`config.mk`:
```
export PLATFORM = sky130hd
export DESIGN_NAME = pdwg_host
export DESIGN_NICKNAME = d
export VERILOG_FILES = /design/src/hw/pdwg_pkg.sv /design/src/hw/pdwg_apb_master.sv /design/src/hw/pdwg_apb_slave.sv /design/src/hw/pdwg_host.sv
export SDC_FILE = /design/constraint.sdc
export NUM_CORES = 1
export LEC_CHECK = 0
export ABC_CLOCK_PERIOD_IN_PS = 4960
export BUFFER_PORTS_ARGS = -buffer_cell sky130_fd_sc_hd__buf_2
export CAP_MARGIN = 20
export CORE_MARGIN = 2
export CORE_UTILIZATION = 58
export CTS_BUF_LIST = sky130_fd_sc_hd__clkbuf_4 sky130_fd_sc_hd__clkbuf_8
export DETAILED_ROUTE_END_ITERATION = 8
export PLACE_DENSITY = 0.81
export SYNTH_ARGS = -nofsm -noshare
export SYNTH_HDL_FRONTEND = slang
export SYNTH_HIERARCHICAL = 1
export SYNTH_SLANG_ARGS = --single-unit
```
`constraint.sdc`:
```
create_clock -name pclk -period 4.96 [get_ports pclk]
set_input_delay 0.248 -clock pclk [delete_from_list [all_inputs] [get_ports pclk]]
set_output_delay 0.248 -clock pclk [all_outputs]
set_load 0.05 [all_outputs]
```
`src/hw/pdwg_pkg.sv`:
```
// constants, register map and carrier types of the power-down wake-up gate controller
// assumes one 200 MHz clock; the device is reached by an apb master, software by an apb slave
// How it works
// - power-down enable and wfi only after every enabled wake flag reads cleared
// - brown-out flag wakes; controller writes 1 to clear it before re-entry
// - gpio pin source bit wakes; controller writes 1 to clear it before re-entry
// - timer wakes; controller writes 1 to whichever of the timer wake and timer irq flags read set
// - watchdog wakes; wake flag cleared by writing 1 after lifting write protection
// - rtc alarm, tick and snoop flags wake; each cleared by writing 1
// - uart data and clear-to-send wake flags cleared by writing 1
// - serial bus falling edge wakes; its wake flag cleared by writing 1
// - usb host remote wake; port connect change bit cleared by writing 1
// - usb device remote wake; bus event flag cleared by writing 1
// - otg id pin change wakes; id change flag cleared by writing 1
// - can receive edge wakes; can wake status bit cleared by writing 0
// - touch key event wakes; touch key flag cleared by writing 1
// - comparator wake interrupt wakes; comparator wake flag cleared by writing 1
// - power-down entered after sleep enable, power-down enable and then wfi
package pdwg_pkg;
  localparam int         NSRC = 13;
  localparam logic [3:0] SRC_BOD = 4'h0, SRC_GPIO = 4'h1, SRC_TMR = 4'h2, SRC_WDT = 4'h3;
  localparam logic [3:0] SRC_RTC = 4'h4, SRC_UART = 4'h5, SRC_I2C = 4'h6, SRC_USBH = 4'h7;
  localparam logic [3:0] SRC_USBD = 4'h8, SRC_OTG = 4'h9, SRC_CAN = 4'hA, SRC_TK = 4'hB;
  localparam logic [3:0] SRC_ACMP = 4'hC;
  // device flag registers
  localparam logic [31:0] BOD_ADDR  = 32'h4000_0018, BOD_MASK  = 32'h0000_0010;
  localparam logic [31:0] GPIO_ADDR = 32'h4000_4020, GPIO_MASK = 32'h0000_0001;
  localparam logic [31:0] TMR_ADDR  = 32'h4005_0008, TMR_MASK  = 32'h0000_0003;
  localparam logic [31:0] WDT_ADDR  = 32'h4004_0000, WDT_MASK  = 32'h0000_0020;
  localparam logic [31:0] RTC_ADDR  = 32'h4004_102C, RTC_MASK  = 32'h0000_0007;
  localparam logic [31:0] UART_ADDR = 32'h4007_001C, UART_MASK = 32'h0003_0000;
  localparam logic [31:0] I2C_ADDR  = 32'h4008_0044, I2C_MASK  = 32'h0000_0001;
  localparam logic [31:0] USBH_ADDR = 32'h4000_9054, USBH_MASK = 32'h0001_0000;
  localparam logic [31:0] USBD_ADDR = 32'h400C_0004, USBD_MASK = 32'h0000_0001;
  localparam logic [31:0] OTG_ADDR  = 32'h4004_D00C, OTG_MASK  = 32'h0000_0002;
  localparam logic [31:0] CAN_ADDR  = 32'h400A_0168, CAN_MASK  = 32'h0000_0001;
  localparam logic [31:0] TK_ADDR   = 32'h400E_2004, TK_MASK   = 32'h0000_0001;
  localparam logic [31:0] ACMP_ADDR = 32'h4004_5008, ACMP_MASK = 32'h0000_0010;
  // power control register and its power_down_enable_bit (bit 6)
  localparam logic [31:0] PWR_CTRL_ADDR = 32'h4000_0200, PWRDN_EN_MASK = 32'h0000_0040;
  // write-protection unlock; key values are arbitrary
  localparam logic [31:0] LOCK_ADDR = 32'h4000_0100;
  localparam logic [31:0] KEY0 = 32'h0000_00A1, KEY1 = 32'h0000_00B2, KEY2 = 32'h0000_00C3;
  localparam logic [1:0]  NKEY_LAST = 2'h2;
  // own register map
  localparam logic [7:0]  REG_CTRL = 8'h00, REG_SRC_EN = 8'h04, REG_STATUS = 8'h08;
  localparam logic [7:0]  REG_PENDING = 8'h0C, REG_WAKES = 8'h10;
  localparam logic [12:0] SRC_EN_RST = 13'h1FFF;
  localparam int          CTRL_GO = 0, CTRL_ABORT = 1;

  typedef enum logic [3:0] {
    ST_IDLE = 4'h0, ST_READ = 4'h1, ST_UNLOCK = 4'h3, ST_CLEAR = 4'h2, ST_NEXT = 4'h6,
    ST_PWR = 4'h7, ST_WFI = 4'h5, ST_SLEEP = 4'h4, ST_AWAKE = 4'hC
  } pdwg_state_t;

  typedef struct packed {
    logic [31:0] addr;
    logic        write;
    logic [31:0] wdata;
  } pdwg_req_t;

  typedef struct packed {
    logic        psel;
    logic        penable;
    logic        pwrite;
    logic [31:0] paddr;
    logic [31:0] pwdata;
  } pdwg_apb_t;

  typedef struct packed {
    logic        go;
    logic        abort;
    logic [12:0] src_en;
  } pdwg_ctrl_t;

  typedef struct packed {
    pdwg_state_t state;
    logic        busy;
    logic        sleep_deep;
    logic [12:0] pending;
    logic [15:0] wakes;
  } pdwg_stat_t;
endpackage

```
`src/hw/pdwg_apb_master.sv`:
```
// apb master toward the device register interface
// assumes one request at a time; holds select, write, address and data until pready closes the access, raising penable after setup
`timescale 1ns/1ps
module pdwg_apb_master import pdwg_pkg::*; (
  input  wire logic        pclk,
  input  wire logic        presetn,
  input  wire logic        req_valid,
  input  wire pdwg_req_t   req,
  output logic             req_ready,
  output logic             done,
  output logic      [31:0] rdata,
  output pdwg_apb_t        m,
  input  wire logic        m_pready,
  input  wire logic [31:0] m_prdata
);
  typedef struct packed {
    pdwg_apb_t   m;
    logic        done;
    logic [31:0] rdata;
  } pdwg_ms_t;
  pdwg_ms_t r, next_r;

  assign req_ready = !r.m.psel;
  assign done      = r.done;
  assign rdata     = r.rdata;
  assign m         = r.m;

  always_comb begin
    next_r      = r;
    next_r.done = 1'b0;
    if (!r.m.psel && req_valid) begin
      next_r.m = '{psel: 1'b1, penable: 1'b0, pwrite: req.write, paddr: req.addr,
                   pwdata: req.wdata};
    end else if (r.m.psel && !r.m.penable) begin
      next_r.m.penable = 1'b1;
    end else if (r.m.psel && m_pready) begin
      next_r.m.psel    = 1'b0;
      next_r.m.penable = 1'b0;
      next_r.done      = 1'b1;
      if (!r.m.pwrite) begin
        next_r.rdata = m_prdata;
      end
    end
  end

  always_ff @(posedge pclk or negedge presetn) begin
    if (!presetn) begin
      r <= '0;
    end else begin
      r <= next_r;
    end
  end

  hold_req_a: assert property (@(posedge pclk) disable iff (!presetn)
    (m.psel && !m_pready) |=> $stable(m.paddr) && $stable(m.pwdata) && m.psel)
    else $error("apb request changed before pready");
endmodule

```
`src/hw/pdwg_apb_slave.sv`:
```
// apb slave with the controller's own command and status registers
// assumes apb3 signalling on pclk; always ready, read data taken in the setup cycle
`timescale 1ns/1ps
module pdwg_apb_slave import pdwg_pkg::*; (
  input  wire logic        pclk,
  input  wire logic        presetn,
  input  wire logic        psel,
  input  wire logic        penable,
  input  wire logic        pwrite,
  input  wire logic [7:0]  paddr,
  input  wire logic [31:0] pwdata,
  output logic      [31:0] prdata,
  output logic             pready,
  output logic             pslverr,
  input  wire pdwg_stat_t  stat,
  output pdwg_ctrl_t       ctrl
);
  typedef struct packed {
    pdwg_ctrl_t  ctrl;
    logic [31:0] prdata;
    logic        pslverr;
  } pdwg_sl_t;
  pdwg_sl_t r, next_r;
  logic setup;
  logic wr;

  assign setup   = psel && !penable;
  assign wr      = psel && penable && pwrite;
  assign pready  = 1'b1;
  assign prdata  = r.prdata;
  assign pslverr = r.pslverr;
  assign ctrl    = r.ctrl;

  always_comb begin
    next_r = r;
    next_r.ctrl.go    = 1'b0;
    next_r.ctrl.abort = 1'b0;
    if (setup) begin
      next_r.pslverr = 1'b0;
      next_r.prdata  = 32'h0000_0000;
      case (paddr)
        REG_CTRL:    next_r.prdata = 32'h0000_0000;
        REG_SRC_EN:  next_r.prdata = {19'h0, r.ctrl.src_en};
        REG_STATUS:  next_r.prdata = {26'h0, stat.sleep_deep, stat.busy, stat.state};
        REG_PENDING: next_r.prdata = {19'h0, stat.pending};
        REG_WAKES:   next_r.prdata = {16'h0, stat.wakes};
        default:     next_r.pslverr = 1'b1;
      endcase
    end
    if (wr && paddr == REG_CTRL) begin
      next_r.ctrl.go    = pwdata[CTRL_GO];
      next_r.ctrl.abort = pwdata[CTRL_ABORT];
    end
    if (wr && paddr == REG_SRC_EN) begin
      next_r.ctrl.src_en = pwdata[12:0];
    end
  end

  always_ff @(posedge pclk or negedge presetn) begin
    if (!presetn) begin
      r <= '{ctrl: '{go: 1'b0, abort: 1'b0, src_en: SRC_EN_RST}, prdata: 32'h0, pslverr: 1'b0};
    end else begin
      r <= next_r;
    end
  end
endmodule

```
`src/hw/pdwg_host.sv`:
```
// power-down wake-up gate controller: sweeps and clears device wake flags, then enters power-down
// assumes the device shows its power-down state on dev_in_pd, synchronous to pclk
`timescale 1ns/1ps
module pdwg_host import pdwg_pkg::*; (
  input  wire logic        pclk,
  input  wire logic        presetn,
  input  wire logic        psel,
  input  wire logic        penable,
  input  wire logic        pwrite,
  input  wire logic [7:0]  paddr,
  input  wire logic [31:0] pwdata,
  output logic      [31:0] prdata,
  output logic             pready,
  output logic             pslverr,
  output logic             m_psel,
  output logic             m_penable,
  output logic             m_pwrite,
  output logic      [31:0] m_paddr,
  output logic      [31:0] m_pwdata,
  input  wire logic        m_pready,
  input  wire logic [31:0] m_prdata,
  input  wire logic        dev_in_pd,
  output logic             sleep_deep,
  output logic             wfi_pulse
);
  // flag register of each source
  function automatic logic [31:0] src_addr(input logic [3:0] i);
    case (i)
      SRC_BOD:  src_addr = BOD_ADDR;
      SRC_GPIO: src_addr = GPIO_ADDR;
      SRC_TMR:  src_addr = TMR_ADDR;
      SRC_WDT:  src_addr = WDT_ADDR;
      SRC_RTC:  src_addr = RTC_ADDR;
      SRC_UART: src_addr = UART_ADDR;
      SRC_I2C:  src_addr = I2C_ADDR;
      SRC_USBH: src_addr = USBH_ADDR;
      SRC_USBD: src_addr = USBD_ADDR;
      SRC_OTG:  src_addr = OTG_ADDR;
      SRC_CAN:  src_addr = CAN_ADDR;
      SRC_TK:   src_addr = TK_ADDR;
      default:  src_addr = ACMP_ADDR;
    endcase
  endfunction

  function automatic logic [31:0] src_mask(input logic [3:0] i);
    case (i)
      SRC_BOD:  src_mask = BOD_MASK;
      SRC_GPIO: src_mask = GPIO_MASK;
      SRC_TMR:  src_mask = TMR_MASK;
      SRC_WDT:  src_mask = WDT_MASK;
      SRC_RTC:  src_mask = RTC_MASK;
      SRC_UART: src_mask = UART_MASK;
      SRC_I2C:  src_mask = I2C_MASK;
      SRC_USBH: src_mask = USBH_MASK;
      SRC_USBD: src_mask = USBD_MASK;
      SRC_OTG:  src_mask = OTG_MASK;
      SRC_CAN:  src_mask = CAN_MASK;
      SRC_TK:   src_mask = TK_MASK;
      default:  src_mask = ACMP_MASK;
    endcase
  endfunction

  // value that clears the set flags of a source without touching the others
  function automatic logic [31:0] src_clr(input logic [3:0] i, input logic [31:0] rd);
    if (i == SRC_CAN) begin
      src_clr = rd & ~src_mask(i);
    end else begin
      // write 1 to each set flag
      src_clr = rd & src_mask(i);
    end
  endfunction

  function automatic logic [31:0] key_val(input logic [1:0] k);
    case (k)
      2'h0:    key_val = KEY0;
      2'h1:    key_val = KEY1;
      default: key_val = KEY2;
    endcase
  endfunction

  typedef struct packed {
    pdwg_state_t st;
    logic [3:0]  idx;
    logic [1:0]  key;
    logic        unlocked;
    logic        issued;
    logic        req_valid;
    pdwg_req_t   req;
    logic [31:0] hold;
    logic [12:0] pending;
    logic [15:0] wakes;
    logic        sleep_deep;
    logic        wait_for_interrupt_instr;
  } pdwg_host_t;
  pdwg_host_t r, next_r;

  pdwg_ctrl_t  ctrl;
  pdwg_stat_t  stat;
  pdwg_apb_t   m;
  logic        req_ready;
  logic        m_done;
  logic [31:0] m_rdata;
  logic        flag_set;
  logic        last_src;

  assign stat       = '{state: r.st, busy: (r.st != ST_IDLE), sleep_deep: r.sleep_deep,
                        pending: r.pending, wakes: r.wakes};
  assign m_psel     = m.psel;
  assign m_penable  = m.penable;
  assign m_pwrite   = m.pwrite;
  assign m_paddr    = m.paddr;
  assign m_pwdata   = m.pwdata;
  assign sleep_deep = r.sleep_deep;
  assign wfi_pulse  = r.wait_for_interrupt_instr;
  assign flag_set   = (m_rdata & src_mask(r.idx)) != 32'h0000_0000;
  assign last_src   = r.idx == 4'(NSRC - 1);

  pdwg_apb_slave u_slave (
    .pclk    (pclk),
    .presetn (presetn),
    .psel    (psel),
    .penable (penable),
    .pwrite  (pwrite),
    .paddr   (paddr),
    .pwdata  (pwdata),
    .prdata  (prdata),
    .pready  (pready),
    .pslverr (pslverr),
    .stat    (stat),
    .ctrl    (ctrl)
  );

  pdwg_apb_master u_master (
    .pclk      (pclk),
    .presetn   (presetn),
    .req_valid (r.req_valid),
    .req       (r.req),
    .req_ready (req_ready),
    .done      (m_done),
    .rdata     (m_rdata),
    .m         (m),
    .m_pready  (m_pready),
    .m_prdata  (m_prdata)
  );

  always_comb begin
    next_r     = r;
    next_r.wait_for_interrupt_instr = 1'b0;
    if (r.req_valid && req_ready) begin
      next_r.req_valid = 1'b0;
    end
    case (r.st)
      ST_IDLE: begin
        if (ctrl.go) begin
          next_r.st       = ST_READ;
          next_r.idx      = 4'h0;
          next_r.pending  = 13'h0000;
          next_r.unlocked = 1'b0;
          next_r.issued   = 1'b0;
        end
      end
      ST_READ: begin
        if (!r.issued) begin
          if (!ctrl.src_en[r.idx]) begin
            next_r.st = ST_NEXT;
          end else begin
            next_r.req       = '{addr: src_addr(r.idx), write: 1'b0, wdata: 32'h0000_0000};
            next_r.req_valid = 1'b1;
            next_r.issued    = 1'b1;
          end
        end else if (m_done) begin
          next_r.issued = 1'b0;
          next_r.hold   = m_rdata;
          if (flag_set) begin
            next_r.pending[r.idx] = 1'b1;
            if (r.idx == SRC_WDT && !r.unlocked) begin
              next_r.st  = ST_UNLOCK;
              next_r.key = 2'h0;
            end else begin
              next_r.st = ST_CLEAR;
            end
          end else begin
            next_r.st = ST_NEXT;
          end
        end
      end
      ST_UNLOCK: begin
        if (!r.issued) begin
          next_r.req       = '{addr: LOCK_ADDR, write: 1'b1, wdata: key_val(r.key)};
          next_r.req_valid = 1'b1;
          next_r.issued    = 1'b1;
        end else if (m_done) begin
          next_r.issued = 1'b0;
          if (r.key == NKEY_LAST) begin
            next_r.unlocked = 1'b1;
            next_r.st       = ST_CLEAR;
          end else begin
            next_r.key = r.key + 2'h1;
          end
        end
      end
      ST_CLEAR: begin
        if (!r.issued) begin
          next_r.req       = '{addr: src_addr(r.idx), write: 1'b1,
                               wdata: src_clr(r.idx, r.hold)};
          next_r.req_valid = 1'b1;
          next_r.issued    = 1'b1;
        end else if (m_done) begin
          // read the flag back; move on only once it reads cleared
          next_r.issued = 1'b0;
          next_r.st     = ST_READ;
        end
      end
      ST_NEXT: begin
        if (last_src) begin
          next_r.st = ST_PWR;
        end else begin
          next_r.idx = r.idx + 4'h1;
          next_r.st  = ST_READ;
        end
      end
      ST_PWR: begin
        if (!r.issued) begin
          next_r.req        = '{addr: PWR_CTRL_ADDR, write: 1'b1, wdata: PWRDN_EN_MASK};
          next_r.req_valid  = 1'b1;
          next_r.issued     = 1'b1;
          next_r.sleep_deep = 1'b1;
        end else if (m_done) begin
          next_r.issued = 1'b0;
          next_r.st     = ST_WFI;
        end
      end
      ST_WFI: begin
        next_r.wait_for_interrupt_instr = 1'b1;
        next_r.st  = ST_SLEEP;
      end
      ST_SLEEP: begin
        if (ctrl.abort) begin
          next_r.sleep_deep = 1'b0;
          next_r.st         = ST_IDLE;
        end else if (dev_in_pd) begin
          next_r.st = ST_AWAKE;
        end
      end
      ST_AWAKE: begin
        if (!dev_in_pd || ctrl.abort) begin
          next_r.wakes      = r.wakes + 16'h0001;
          next_r.sleep_deep = 1'b0;
          next_r.st         = ST_IDLE;
        end
      end
      default: begin
        next_r.st = ST_IDLE;
      end
    endcase
  end

  always_ff @(posedge pclk or negedge presetn) begin
    if (!presetn) begin
      r <= '{st: ST_IDLE, default: '0};
    end else begin
      r <= next_r;
    end
  end

  // checks
  pwr_after_sweep_a: assert property (@(posedge pclk) disable iff (!presetn)
    (r.req_valid && r.req.addr == PWR_CTRL_ADDR) |-> last_src && r.req.wdata[6])
    else $error("power-down enable written before sweep finished");

  recheck_flag_a: assert property (@(posedge pclk) disable iff (!presetn)
    (r.st == ST_CLEAR && r.issued && m_done) |=> r.st == ST_READ ##1 r.req_valid)
    else $error("flag not read back after clear");

  w1c_value_a: assert property (@(posedge pclk) disable iff (!presetn)
    (r.req_valid && r.req.write && r.st == ST_CLEAR && r.idx != SRC_CAN)
      |-> (r.req.wdata & src_mask(r.idx)) != 32'h0 && (r.req.wdata & ~src_mask(r.idx)) == 32'h0)
    else $error("clear write does not hit the set flags");

  can_zero_a: assert property (@(posedge pclk) disable iff (!presetn)
    (r.req_valid && r.req.write && r.req.addr == CAN_ADDR) |-> !r.req.wdata[0])
    else $error("can wake status not cleared by zero");

  wdt_unlock_a: assert property (@(posedge pclk) disable iff (!presetn)
    (r.req_valid && r.req.write && r.req.addr == WDT_ADDR) |-> r.unlocked)
    else $error("watchdog flag written while protected");

  pending_mark_a: assert property (@(posedge pclk) disable iff (!presetn)
    (r.st == ST_READ && r.issued && m_done && flag_set) |=> r.pending[$past(r.idx)]
      && (r.st == ST_CLEAR || r.st == ST_UNLOCK))
    else $error("set flag not recorded");

  wfi_order_a: assert property (@(posedge pclk) disable iff (!presetn)
    $rose(r.wait_for_interrupt_instr) |-> sleep_deep && $past(m_done, 2))
    else $error("wfi without power-down setup");

  wake_count_a: assert property (@(posedge pclk) disable iff (!presetn)
    (r.st == ST_AWAKE && !dev_in_pd) |=> r.wakes == $past(r.wakes) + 16'h0001 && !sleep_deep)
    else $error("wake not counted");

  single_wfi_a: assert property (@(posedge pclk) disable iff (!presetn)
    r.wait_for_interrupt_instr |=> !r.wait_for_interrupt_instr [*3])
    else $error("wfi pulse longer than one cycle");

  abort_exit_a: assert property (@(posedge pclk) disable iff (!presetn)
    (ctrl.abort && (r.st == ST_SLEEP || r.st == ST_AWAKE)) |=> r.st == ST_IDLE && !sleep_deep)
    else $error("abort did not leave the power-down wait");

  sleep_held_a: assert property (@(posedge pclk) disable iff (!presetn)
    (r.st == ST_WFI || r.st == ST_SLEEP || r.st == ST_AWAKE) |-> sleep_deep)
    else $error("sleep enable dropped while waiting on the device");

  src_step_a: assert property (@(posedge pclk) disable iff (!presetn)
    (r.st == ST_NEXT && !last_src) |=> r.st == ST_READ && r.idx == $past(r.idx) + 4'h1)
    else $error("sweep skipped a source");

  go_restart_a: assert property (@(posedge pclk) disable iff (!presetn)
    (r.st == ST_IDLE && ctrl.go) |=> r.st == ST_READ && r.idx == 4'h0 && r.pending == 13'h0000)
    else $error("sweep did not restart from the first source");

  idle_quiet_a: assert property (@(posedge pclk) disable iff (!presetn)
    r.st == ST_IDLE |-> !r.req_valid && !r.issued && !sleep_deep)
    else $error("idle controller still requesting or sleeping");

  clear_target_a: assert property (@(posedge pclk) disable iff (!presetn)
    (r.st == ST_CLEAR && r.req_valid) |-> r.req.write && r.req.addr == src_addr(r.idx))
    else $error("clear write aimed at the wrong register");

  read_req_a: assert property (@(posedge pclk) disable iff (!presetn)
    (r.req_valid && !r.req.write) |-> r.st == ST_READ)
    else $error("flag read issued outside the sweep");

  // main scenarios
  sweep_c: cover property (@(posedge pclk) disable iff (!presetn)
    r.st == ST_CLEAR && r.idx == SRC_CAN);
  unlock_c: cover property (@(posedge pclk) disable iff (!presetn)
    r.st == ST_UNLOCK ##1 r.st == ST_UNLOCK);
  sleep_c: cover property (@(posedge pclk) disable iff (!presetn)
    r.st == ST_SLEEP ##1 r.st == ST_AWAKE);
  abort_c: cover property (@(posedge pclk) disable iff (!presetn)
    ctrl.abort && r.st == ST_AWAKE);
  wdt_clear_c: cover property (@(posedge pclk) disable iff (!presetn)
    r.st == ST_CLEAR && r.idx == SRC_WDT && r.unlocked);
endmodule

```
# Word level (Yosys, flattened, before mapping)
# Memory sizes are Yosys's and may differ from the RTL's.
# Index checks and enable logic that the tools add are counted.
# word_totals
n_memories,5
input_bits,79
reg_bits,289
latchBits,0
output_inout_bits,103
mem_bits_rw,0
wordCells,206
rom_bits,784
# op_classes
reduce_logical,44
mul,0
n_bitwise,8
shifts,0
n_eq_ne,42
div_mod_pow,0
addsub,3
n_mux,76
order_cmp,2
# memory_table
name,depth,width,read_ports,rd_ports_with_merged_regs,write_ports,line_no,rtl
(no name shown),16,14,1,0,0,pdwg_host.sv:28,case (i)
(no name shown),16,14,1,0,0,pdwg_host.sv:28,
(no name shown),16,7,1,0,0,pdwg_host.sv:46,case (i)
(no name shown),16,7,1,0,0,pdwg_host.sv:46,
(no name shown),16,7,1,0,0,pdwg_host.sv:46,
# ops
op,count
$mux 66,4
$pmux 66 s4,1
$mux 32,8
$mux 33,3
$and 32x32->32,3
$mux 67,1
$pmux 16 s4,1
$mux 4,15
$mux 13,4
$pmux 4 s9,1
$ne 2x2->1 const B,16
$not 32->32,1
$reduce_bool 32->1,1
$pmux 13 s2,1
$mux 2,9
$add 16x1->16 const B,1
$eq 4x3->1 const B,4
$eq 8x4->1 const B,2
$mux 1,16
$pmux 7 s2,1
$or 13x13->13,1
$eq 4x2->1 const B,3
$eq 4x4->1 const B,3
$ne 2x1->1 const B,6
other kinds (39),69

# Depth between registers and ports, before layout
# Gate-level depths: netlist (run 1).
# depth
ltp_word,9
mapped_depth,11
ltp_nobuf,8

# Hierarchy
# Netlist (run 1), hierarchy kept.
# by_module_without_submodules
mod,instances,area_per_inst_um2,cells_each,seq_area_each_um2
pdwg_host,1,5726.7,490,3128.0
pdwg_apb_master,1,3947.5,215,2502.4
pdwg_apb_slave,1,1823.0,157,817.0

# Worst setup path after synthesis (run 1)
# OpenSTA, ideal clock, no wires.
# synth_timing
kind,flip-flop to flip-flop
startpoint,register r[133] (netlist bit)
endpoint,register r[131] (netlist bit)
t_arrival_ps,2509
synth_period_minus_slack_ps,2634
setup_slack_ps,2326
required_ps,4835
setup_ps,125
n_path_buf,2
stages_incl_launch_ff,11
path_cell_list,dfrtp_1 -> buf_4 -> inv_1 -> ha_1 -> clkbuf_1 -> nor2b_1 -> a221oi_1 -> a32oi_1 -> a311oi_1 -> a221oi_1 -> mux2_2
# synth_via
elab_chain_len,5
elab_cells_between_ends,8
cone_classes,eq/ne: 3; bitwise: 1; reduce/logical: 3; memory: 1
# synth_lines
element,line_no,rtl
"start, declared",pdwg_host.sv:95,"pdwg_host_t r, next_r;"
"start signal, assigned",pdwg_host.sv:262,r <= next_r;
$mem_v2 16x7,--,
$and 32x32->32,pdwg_host.sv:115,assign flag_set = (m_rdata & src_mask(r.idx)) != 32'h0000_0000;
$reduce_bool 32->1,pdwg_host.sv:115,
$ne 2x2->1 (no line),--,
$reduce_and 8->1 (no line) *,--,
# Every way passes the cells marked *; elsewhere a longest branch is shown, timed or not.
# A chain may end at the register's enable or synchronous reset.

# Final worst setup path (run 1)
# layout_timing
startpoint,register r[134] (netlist bit)
endpoint,register r[27] (netlist bit)
# layout_via
elab_chain_len,9
elab_cells_between_ends,15
cone_classes,order compare: 2; eq/ne: 1; mux: 6; bitwise: 2; reduce/logical: 3; memory: 1
# layout_lines
element,line_no,rtl
$lt 4x5->1 (not written as such) or $ge 4x1->1 (tied branches),pdwg_host.sv:175,next_r.pending[r.idx] = 1'b1;
$logic_and 1x1->1 (not written as such),pdwg_host.sv:175,
$mux 1 (not written as such),pdwg_host.sv:175,
$demux 1 s4,pdwg_host.sv:175,
$or 13x13->13 (no line),--,
$mux 13,pdwg_host.sv:174,if (flag_set) begin
$mux 13,pdwg_host.sv:171,end else if (m_done) begin
$mux 13,pdwg_host.sv:163,if (!r.issued) begin
$pmux 13 s2,pdwg_host.sv:152,case (r.st)
# Parallel ways exist; a longest one is shown, timed or not. The select of a mux whose other input is x is not followed.

==> metrics, run 1 <==
clock sink count=257; maximum vdd drop=0.000216 V; Synth Area per Inst=13.3 sq um; combinational power share=21.4%; P_int=0.00403 W; R2R Path Start=r[134]; total negative slack=0 ns; YS warnings=6; clk_lat worst skew=0.55 ns; DIE AREA=0.0210 sq mm; Distinct cells, synth=69; post-placement cell area=0.0123 sq mm; clock power share=32.9%; # setup viols final=0; Ports=182; max-slew violations=0; period utilization=69.0%; DRT Pass-1 Iters=5; Crit Path Max Fanout=14; cells after synthesis=862; Worst setup startpoint=r[134]; Post-CTS Setup Bufs=0; Worst Tran Pin Value=0.981 ns; Area Growth Syn to Fin=19.0%; Net Switching=0.00186 W; Root Buffer=clkbuf_8; Die Ht=145 microns; initial cell density of the core=59.1%; switch share=31.6%; Lkg Pwr=6.69 nW; Setup CP Type=flop to flop; Pwr Density=431 mW/mm^2; Port Buf Inserts=145; outcome=finished clean; vias in the first global route=7775; Post-Route M1 WL=10900 microns; max_slew headroom=34.5%; CTS tree=done; Max Used Layer=met4; vias=7680; Final Instance Area=0.0137 sq mm; pin count of the biggest net entering global routing=130; clk_skew=0.0326 ns; Reg power frac=45.7%; CTS clk-pin slew, worst paths=0.06 ns; CP Capture Type=flop; Yosys reg bits=257; min Tclk post-route=3.42 ns; CP Capture Point=r[27]; Cell Area, Synth=0.0115 sq mm; Final Hold Fails=0; ratio of cells with drive above 1 in the final layout=35.2%; Detail Route met3 WL=1690 microns; FF-to-FF path depth=8; # diodes=0; WL/cell=18.1 microns; met2 wire length=11600 microns; # Max-Cap Violations=0; sequential fraction of the synthesis area=56.1%; crit start category=flop; asr flop ratio synth=100%; Worst EP required=5.37 ns; CTS HTree Levels=2; unrepaired setup endpoints after global routing=false; worst reg2reg endpoint=r[27]; routed vias/inst=5.62; Top FF cell, synth=dfrtp_1; CORE AREA=0.0195 sq mm; Post-DP HPWL=15400 microns; initial antenna violation count=0; global-route usage over all layers=24.2%; EDFF count, synth=0; final wirelength=24800 microns; DRC Markers=0; Min-Delay Path Class=input pin to flop; Max Fclk=0.292 GHz; CTS buffer count=43; row cnt=51; DR iter-0 viols=668; remaining global-route overflow=0; Max clock buf depth=3; reg2reg setup slack=1.54 ns; Arr. time, crit path=3.83 ns; first-pass GRT wire length=40000 microns; NumNets Final=1162; Detail Route Antenna Nets=0; Chip Width=145 microns; gpl congestion=0.863
## registers in the layout, indices dropped and copies added (netlist names)
| register | count |
|---|---|
| r | 123 |
| u_master/m | 67 |
| u_master/rdata | 32 |
| u_slave/prdata | 16 |
| u_slave/ctrl | 15 |
| sleep_deep | 1 |
| u_master/done | 1 |
| u_slave/pslverr | 1 |
| wfi_pulse | 1 |
## cell usage in the layout (no fill, tap or decap), types with 7 or more instances in the layout
| cell | netlist | routed |
|---|---|---|
| and3_1 | 8 | 7 |
| buf_2 | 14 | 144 |
| inv_1 | 24 | 24 |
| nor2_1 | 24 | 23 |
| clkbuf_8 | 0 | 50 |
| clkbuf_4 | 0 | 20 |
| dfstp_2 | 13 | 13 |
| a32o_1 | 15 | 15 |
| a21oi_1 | 12 | 12 |
| xnor2_1 | 12 | 12 |
| nand2_1 | 47 | 47 |
| mux2i_1 | 10 | 10 |
| mux2_1 | 30 | 30 |
| nor2b_1 | 9 | 8 |
| conb_1 | 3 | 33 |
| a22oi_1 | 19 | 19 |
| mux2_4 | 61 | 61 |
| a22o_1 | 37 | 37 |
| dlygate4sd3_1 | 0 | 47 |
| o221ai_1 | 8 | 8 |
| nand3_1 | 23 | 23 |
| ha_1 | 14 | 14 |
| o21ai_0 | 35 | 35 |
| mux2_2 | 69 | 69 |
| dfrtp_1 | 244 | 244 |
## layer usage
| metal | vias up | GRT usage, % |
|---|---|---|
| li1 | 3500 | - |
| met1 | 3821 | 33.7 |
| met2 | 301 | 37.8 |
| met3 | 58 | 5.46 |
| met4 | 0 | 8.12 |
| met5 | - | 0 |
## through the flow
stage	cells	setup slack, ns	hold slack [ns]	utilization, %	total power [W]
after detailed placement	1242	1.72	0.416	63.2	0.00394
after global routing	1366	1.32	0.0807	70.3	0.00620
final	1366	1.54	0.0651	70.3	0.00589
after global placement	1242	1.73	0.415	63.2	0.00389
after floorplan	892	2.33	-0.0476	-	0.00361
after CTS	1366	1.66	0.0498	70.3	0.00591
## Yosys cell counts (4+ instances only)
cell type	count	area [sq um]
nor2_1	24	90.1
nand3_1	23	115
nor2b_1	9	56.3
mux2_2	69	777
a22oi_1	19	143
o211ai_1	5	37.5
mux2i_1	10	100
mux2_4	61	916
ha_1	14	175
and3_1	8	50.1
mux2_1	30	338
clkbuf_1	17	63.8
xnor2_1	12	105
xor2_1	6	52.6
buf_4	21	158
and2_1	5	31.3
a32o_1	15	150
o21ai_0	35	175
dfstp_2	13	342
o22ai_1	4	25.0
nand2_1	47	176
buf_6	11	124
nand2b_1	6	37.5
a21oi_1	12	60.1
inv_1	24	90.1
a22o_1	37	324
dfrtp_1	244	6110
o221ai_1	8	70.1
buf_2	14	70.1
## layout make-up
cell class | count | area (sq um)
flip-flops and latches | 257 | 6450
well taps | 265 | 332
multi-input cells | 545 | 4640
inverters | 24 | 90.1
repair buffers | 198 | 1260
clock inverters | 7 | 66.3
fillers | 1328 | 5780
clock buffers | 70 | 838
## worst max-delay path, stage by stage (launching register included)
cell and delay (ns):
dfrtp_1 0.73, inv_1 0.20, ha_1 0.38, nor2b_1 0.22, a221oi_1 0.29, a32oi_1 0.16, a311oi_1 0.57, nor2b_1 0.38
a32o_1 0.36
## power groups by stage
stage,sequential [W],clock [W],combinational (W)
6_report,0.00270,0.00194,0.00126
5_1_grt,0.00274,0.00209,0.00137
2_1_floorplan,0.00288,0,0.000729
3_5_place_dp,0.00272,0,0.00122
3_3_place_gp,0.00270,0,0.00119
4_1_cts,0.00268,0.00198,0.00125
## worst min-delay path by stage
stage	start	slack, ns	cells after the start	end
global route	paddr[1]	0.08	3	u_slave/pslverr
detailed placement	presetn	0.42	1	r[88]
CTS	paddr[1]	0.05	3	u_slave/pslverr
finish	paddr[1]	0.07	3	u_slave/pslverr
global placement	presetn	0.41	1	u_master/m[24]
floorplan	presetn	-0.05	0	r[100]
## what timing repair did
action,CTS,global route
hold buffers,47,0
hold endpoints to repair,170,0
resized for setup,0,0
## kinds of logic after synthesis
kind of cell	after synthesis	share of synthesized area [%]
fa+ha+maj	14	1.52
xor+xnor	18	1.37
compound gates	155	10.1
mux	172	18.9
other cells	3	0.0979
buf+inv	90	4.64
flops	257	56.1
simple gates	153	7.31
Power figures use the tool's default switching activity.
==> run 2: changes to the inputs <==
--- a/config.mk
+++ b/config.mk
@@ -5,7 +5,7 @@
 export SDC_FILE = /design/constraint.sdc
 export NUM_CORES = 1
 export LEC_CHECK = 0
-export ABC_CLOCK_PERIOD_IN_PS = 4960
+export ABC_CLOCK_PERIOD_IN_PS = 3600
 export BUFFER_PORTS_ARGS = -buffer_cell sky130_fd_sc_hd__buf_2
 export CAP_MARGIN = 20
 export CORE_MARGIN = 2
==> constraint.sdc (replaced) <==
create_clock -name pclk -period 3.6 [get_ports pclk]
set_input_delay 0.18 -clock pclk [delete_from_list [all_inputs] [get_ports pclk]]
set_output_delay 0.18 -clock pclk [all_outputs]
set_load 0.05 [all_outputs]
==> run 2 against run 1 <==
Against the previous run: maximum frequency increased by 11%; flip-flop and latch count unchanged; highest routed layer unchanged; worst setup slack got worse by 1.0 ns; register-to-register slack got worse by 1.0 ns; critical path depth decreased by 1; first-iteration DRC count decreased by 12%; critical endpoint is now r[19]; clock skew increased by 0.0021 ns; total power increased by 40%; global-route usage increased by 0.26 points; via count increased by 1.4%.
==> metrics, run 2 (synthesized netlist as in run 1, its figures left out) <==
outcome=finished clean; first-pass GRT wire length=40400 microns (+0.99%); combinational power share=22.6% (+1.2 points); DR iter-0 viols=590 (-12%); Area Growth Syn to Fin=20.1%; Max clock buf depth=3 (unchanged); pre-CTS setup slack=0.622 ns (-1.10 ns); CP Capture Type=flop; # setup viols final=0 (unchanged); # diodes=0 (unchanged); CORE AREA=0.0195 sq mm (unchanged); clock sink count=257 (unchanged); CTS tree=done; DIE AREA=0.0210 sq mm (unchanged); Port Buf Inserts=145 (unchanged); remaining global-route overflow=0 (unchanged); Post-DP HPWL=16300 microns (+6.2%); CTS HTree Levels=2 (unchanged); initial antenna violation count=0 (unchanged); gpl congestion=0.903 (+4.6%); P_int=0.00563 W (+40%); most frequent cells in the layout=dfrtp_1, buf_2, mux2_2; Final Instance Area=0.0138 sq mm (+0.95%); final core utilization=71.0% (+0.67 points); Arr. time, crit path=3.53 ns (-0.30 ns); DRC Markers=0 (unchanged); clk_skew=0.0348 ns (+0.00211 ns); Detail Route Antenna Nets=0 (unchanged); pin count of the biggest net entering global routing=102 (-22%); unrepaired setup endpoints after global routing=false; Biggest register=r; Ports=182 (unchanged); Net Switching=0.00260 W (+40%); max-slew violations=0 (unchanged); vias=7788 (+1.4%); initial cell density of the core=59.1% (unchanged); CTS buffer count=42 (-2.3%); WL/cell=18.4 microns (+1.6%); Post-CTS Setup Bufs=0 (unchanged); Final Hold Fails=0 (unchanged); global-route usage over all layers=24.4% (+0.26 points); area of the multi-input gates=0.00464 sq mm (unchanged); min Tclk post-route=3.08 ns (-0.345 ns); Max Used Layer=met4; # Max-Cap Violations=0 (unchanged); Largest register FFs=123 (unchanged); switch share=31.6% (about the same); routed vias/inst=5.65 (+0.45%); NumNets Final=1175 (+1.1%); total negative slack=0 ns (unchanged); period utilization=85.5% (+16 points); crit start category=flop; Lkg Pwr=6.76 nW (+1.1%); Reg power frac=44.3% (-1.4 points); setup ws final=0.520 ns (-1.01 ns); clk_lat worst skew=0.55 ns (about the same); row cnt=51 (unchanged); Die Ht=145 microns (unchanged); max_slew headroom=38.4% (+3.9 points); reg2reg setup slack=0.52 ns (-1.01 ns); Pwr Density=597 mW/mm^2 (+38%); most common cell after layout, fill and taps aside=dfrtp_1; Worst Tran Pin Value=0.922 ns (-0.0584 ns); post-placement cell area=0.0124 sq mm (+0.79%); DRT Pass-1 Iters=5 (unchanged); vias in the first global route=7943 (+2.2%); Detail Route met3 WL=1530 microns (-9.7%); Hold-fix buffers, CTS=48 (+2.1%); met2 wire length=12000 microns (+4.0%); Setup CP Type=flop to flop; Worst Hold Depth=2 (-1); final wirelength=25400 microns (+2.6%); Post-Route M1 WL=11100 microns (+1.7%); FF-to-FF path depth=7 (-1); Min-Delay Path Class=input pin to flop; Worst EP required=4.05 ns (-1.32 ns); ratio of cells with drive above 1 in the final layout=35.9% (+0.67 points); maximum vdd drop=0.000291 V (+35%); clock power share=33.1% (+0.2 points); Chip Width=145 microns (unchanged); register area=0.00645 sq mm (unchanged); Fill cells=1333 (+0.38%); Min Hold Slack=0.0597 ns (-0.00547 ns); PostCTS Resize Cnt=0 (unchanged); Crit Path Max Fanout=13 (-1); CTS clk-pin slew, worst paths=0.06 ns (about the same); Root Buffer=clkbuf_8; Max Fclk=0.325 GHz (+11%)
run 2: cell count changes in the layout (fill, tap and decap cells not counted), sizes merged:
cell / previous run / this run
dlygate4sd3: 47 / 48
clkinvlp: 0 / 1
buf: 151 / 164
clkinv: 5 / 3
run 2: metrics by stage:
step / power (W) / instances
finish: 0.00824 / 1379
global route: 0.00864 / 1379
CTS: 0.00827 / 1379
detailed placement: 0.00548 / 1255
global placement: 0.00541 / 1255
floorplan: 0.00497 / 892
run 2: layer usage:
layer | up-vias | global-route usage [%]
met2 | 282 | 38.3
met5 | - | 0
met4 | 0 | 9.20
met1 | 3902 | 33.7
met3 | 67 | 5.20
li1 | 3537 | -
run 2: final cells by class:
cell class,count,share of cell area (%)
timing repair buffer,212,9.93
inverter,24,0.652
clock inverter,6,0.462
clock buffer,70,6.25
multi-input combinational,545,33.6
tap,265,2.40
sequential,257,46.7
run 2: path summary, 6_finish.rpt:
check / endpoint / startpoint
worst max-delay path: r[19] / r[133]
worst min-delay path: u_master/done / m_pready
worst max register to register: r[19] / r[133]
worst min register to register: u_slave/prdata[11] / u_slave/prdata[11]
max in group asynchronous: u_slave/ctrl[8] / presetn
min in group asynchronous: u_master/m[24] / presetn
run 2: worst max-delay path, cell delays in order, from the launching register on:
cell and delay (ns):
dfrtp_1 0.52, inv_1 0.28, ha_1 0.51, mux2i_1 0.18, o32ai_1 0.28, a311oi_1 0.15
nor2b_1 0.77, a32o_1 0.32
run 2: power groups by stage:
stage                     Sequential [W]  Clock, W  Combinational, W
final                            0.00365   0.00273           0.00186
after global routing             0.00370   0.00293           0.00201
after CTS                        0.00364   0.00278           0.00185
after detailed placement         0.00369         0           0.00179
after global placement           0.00366         0           0.00175
after floorplan                  0.00397         0           0.00100
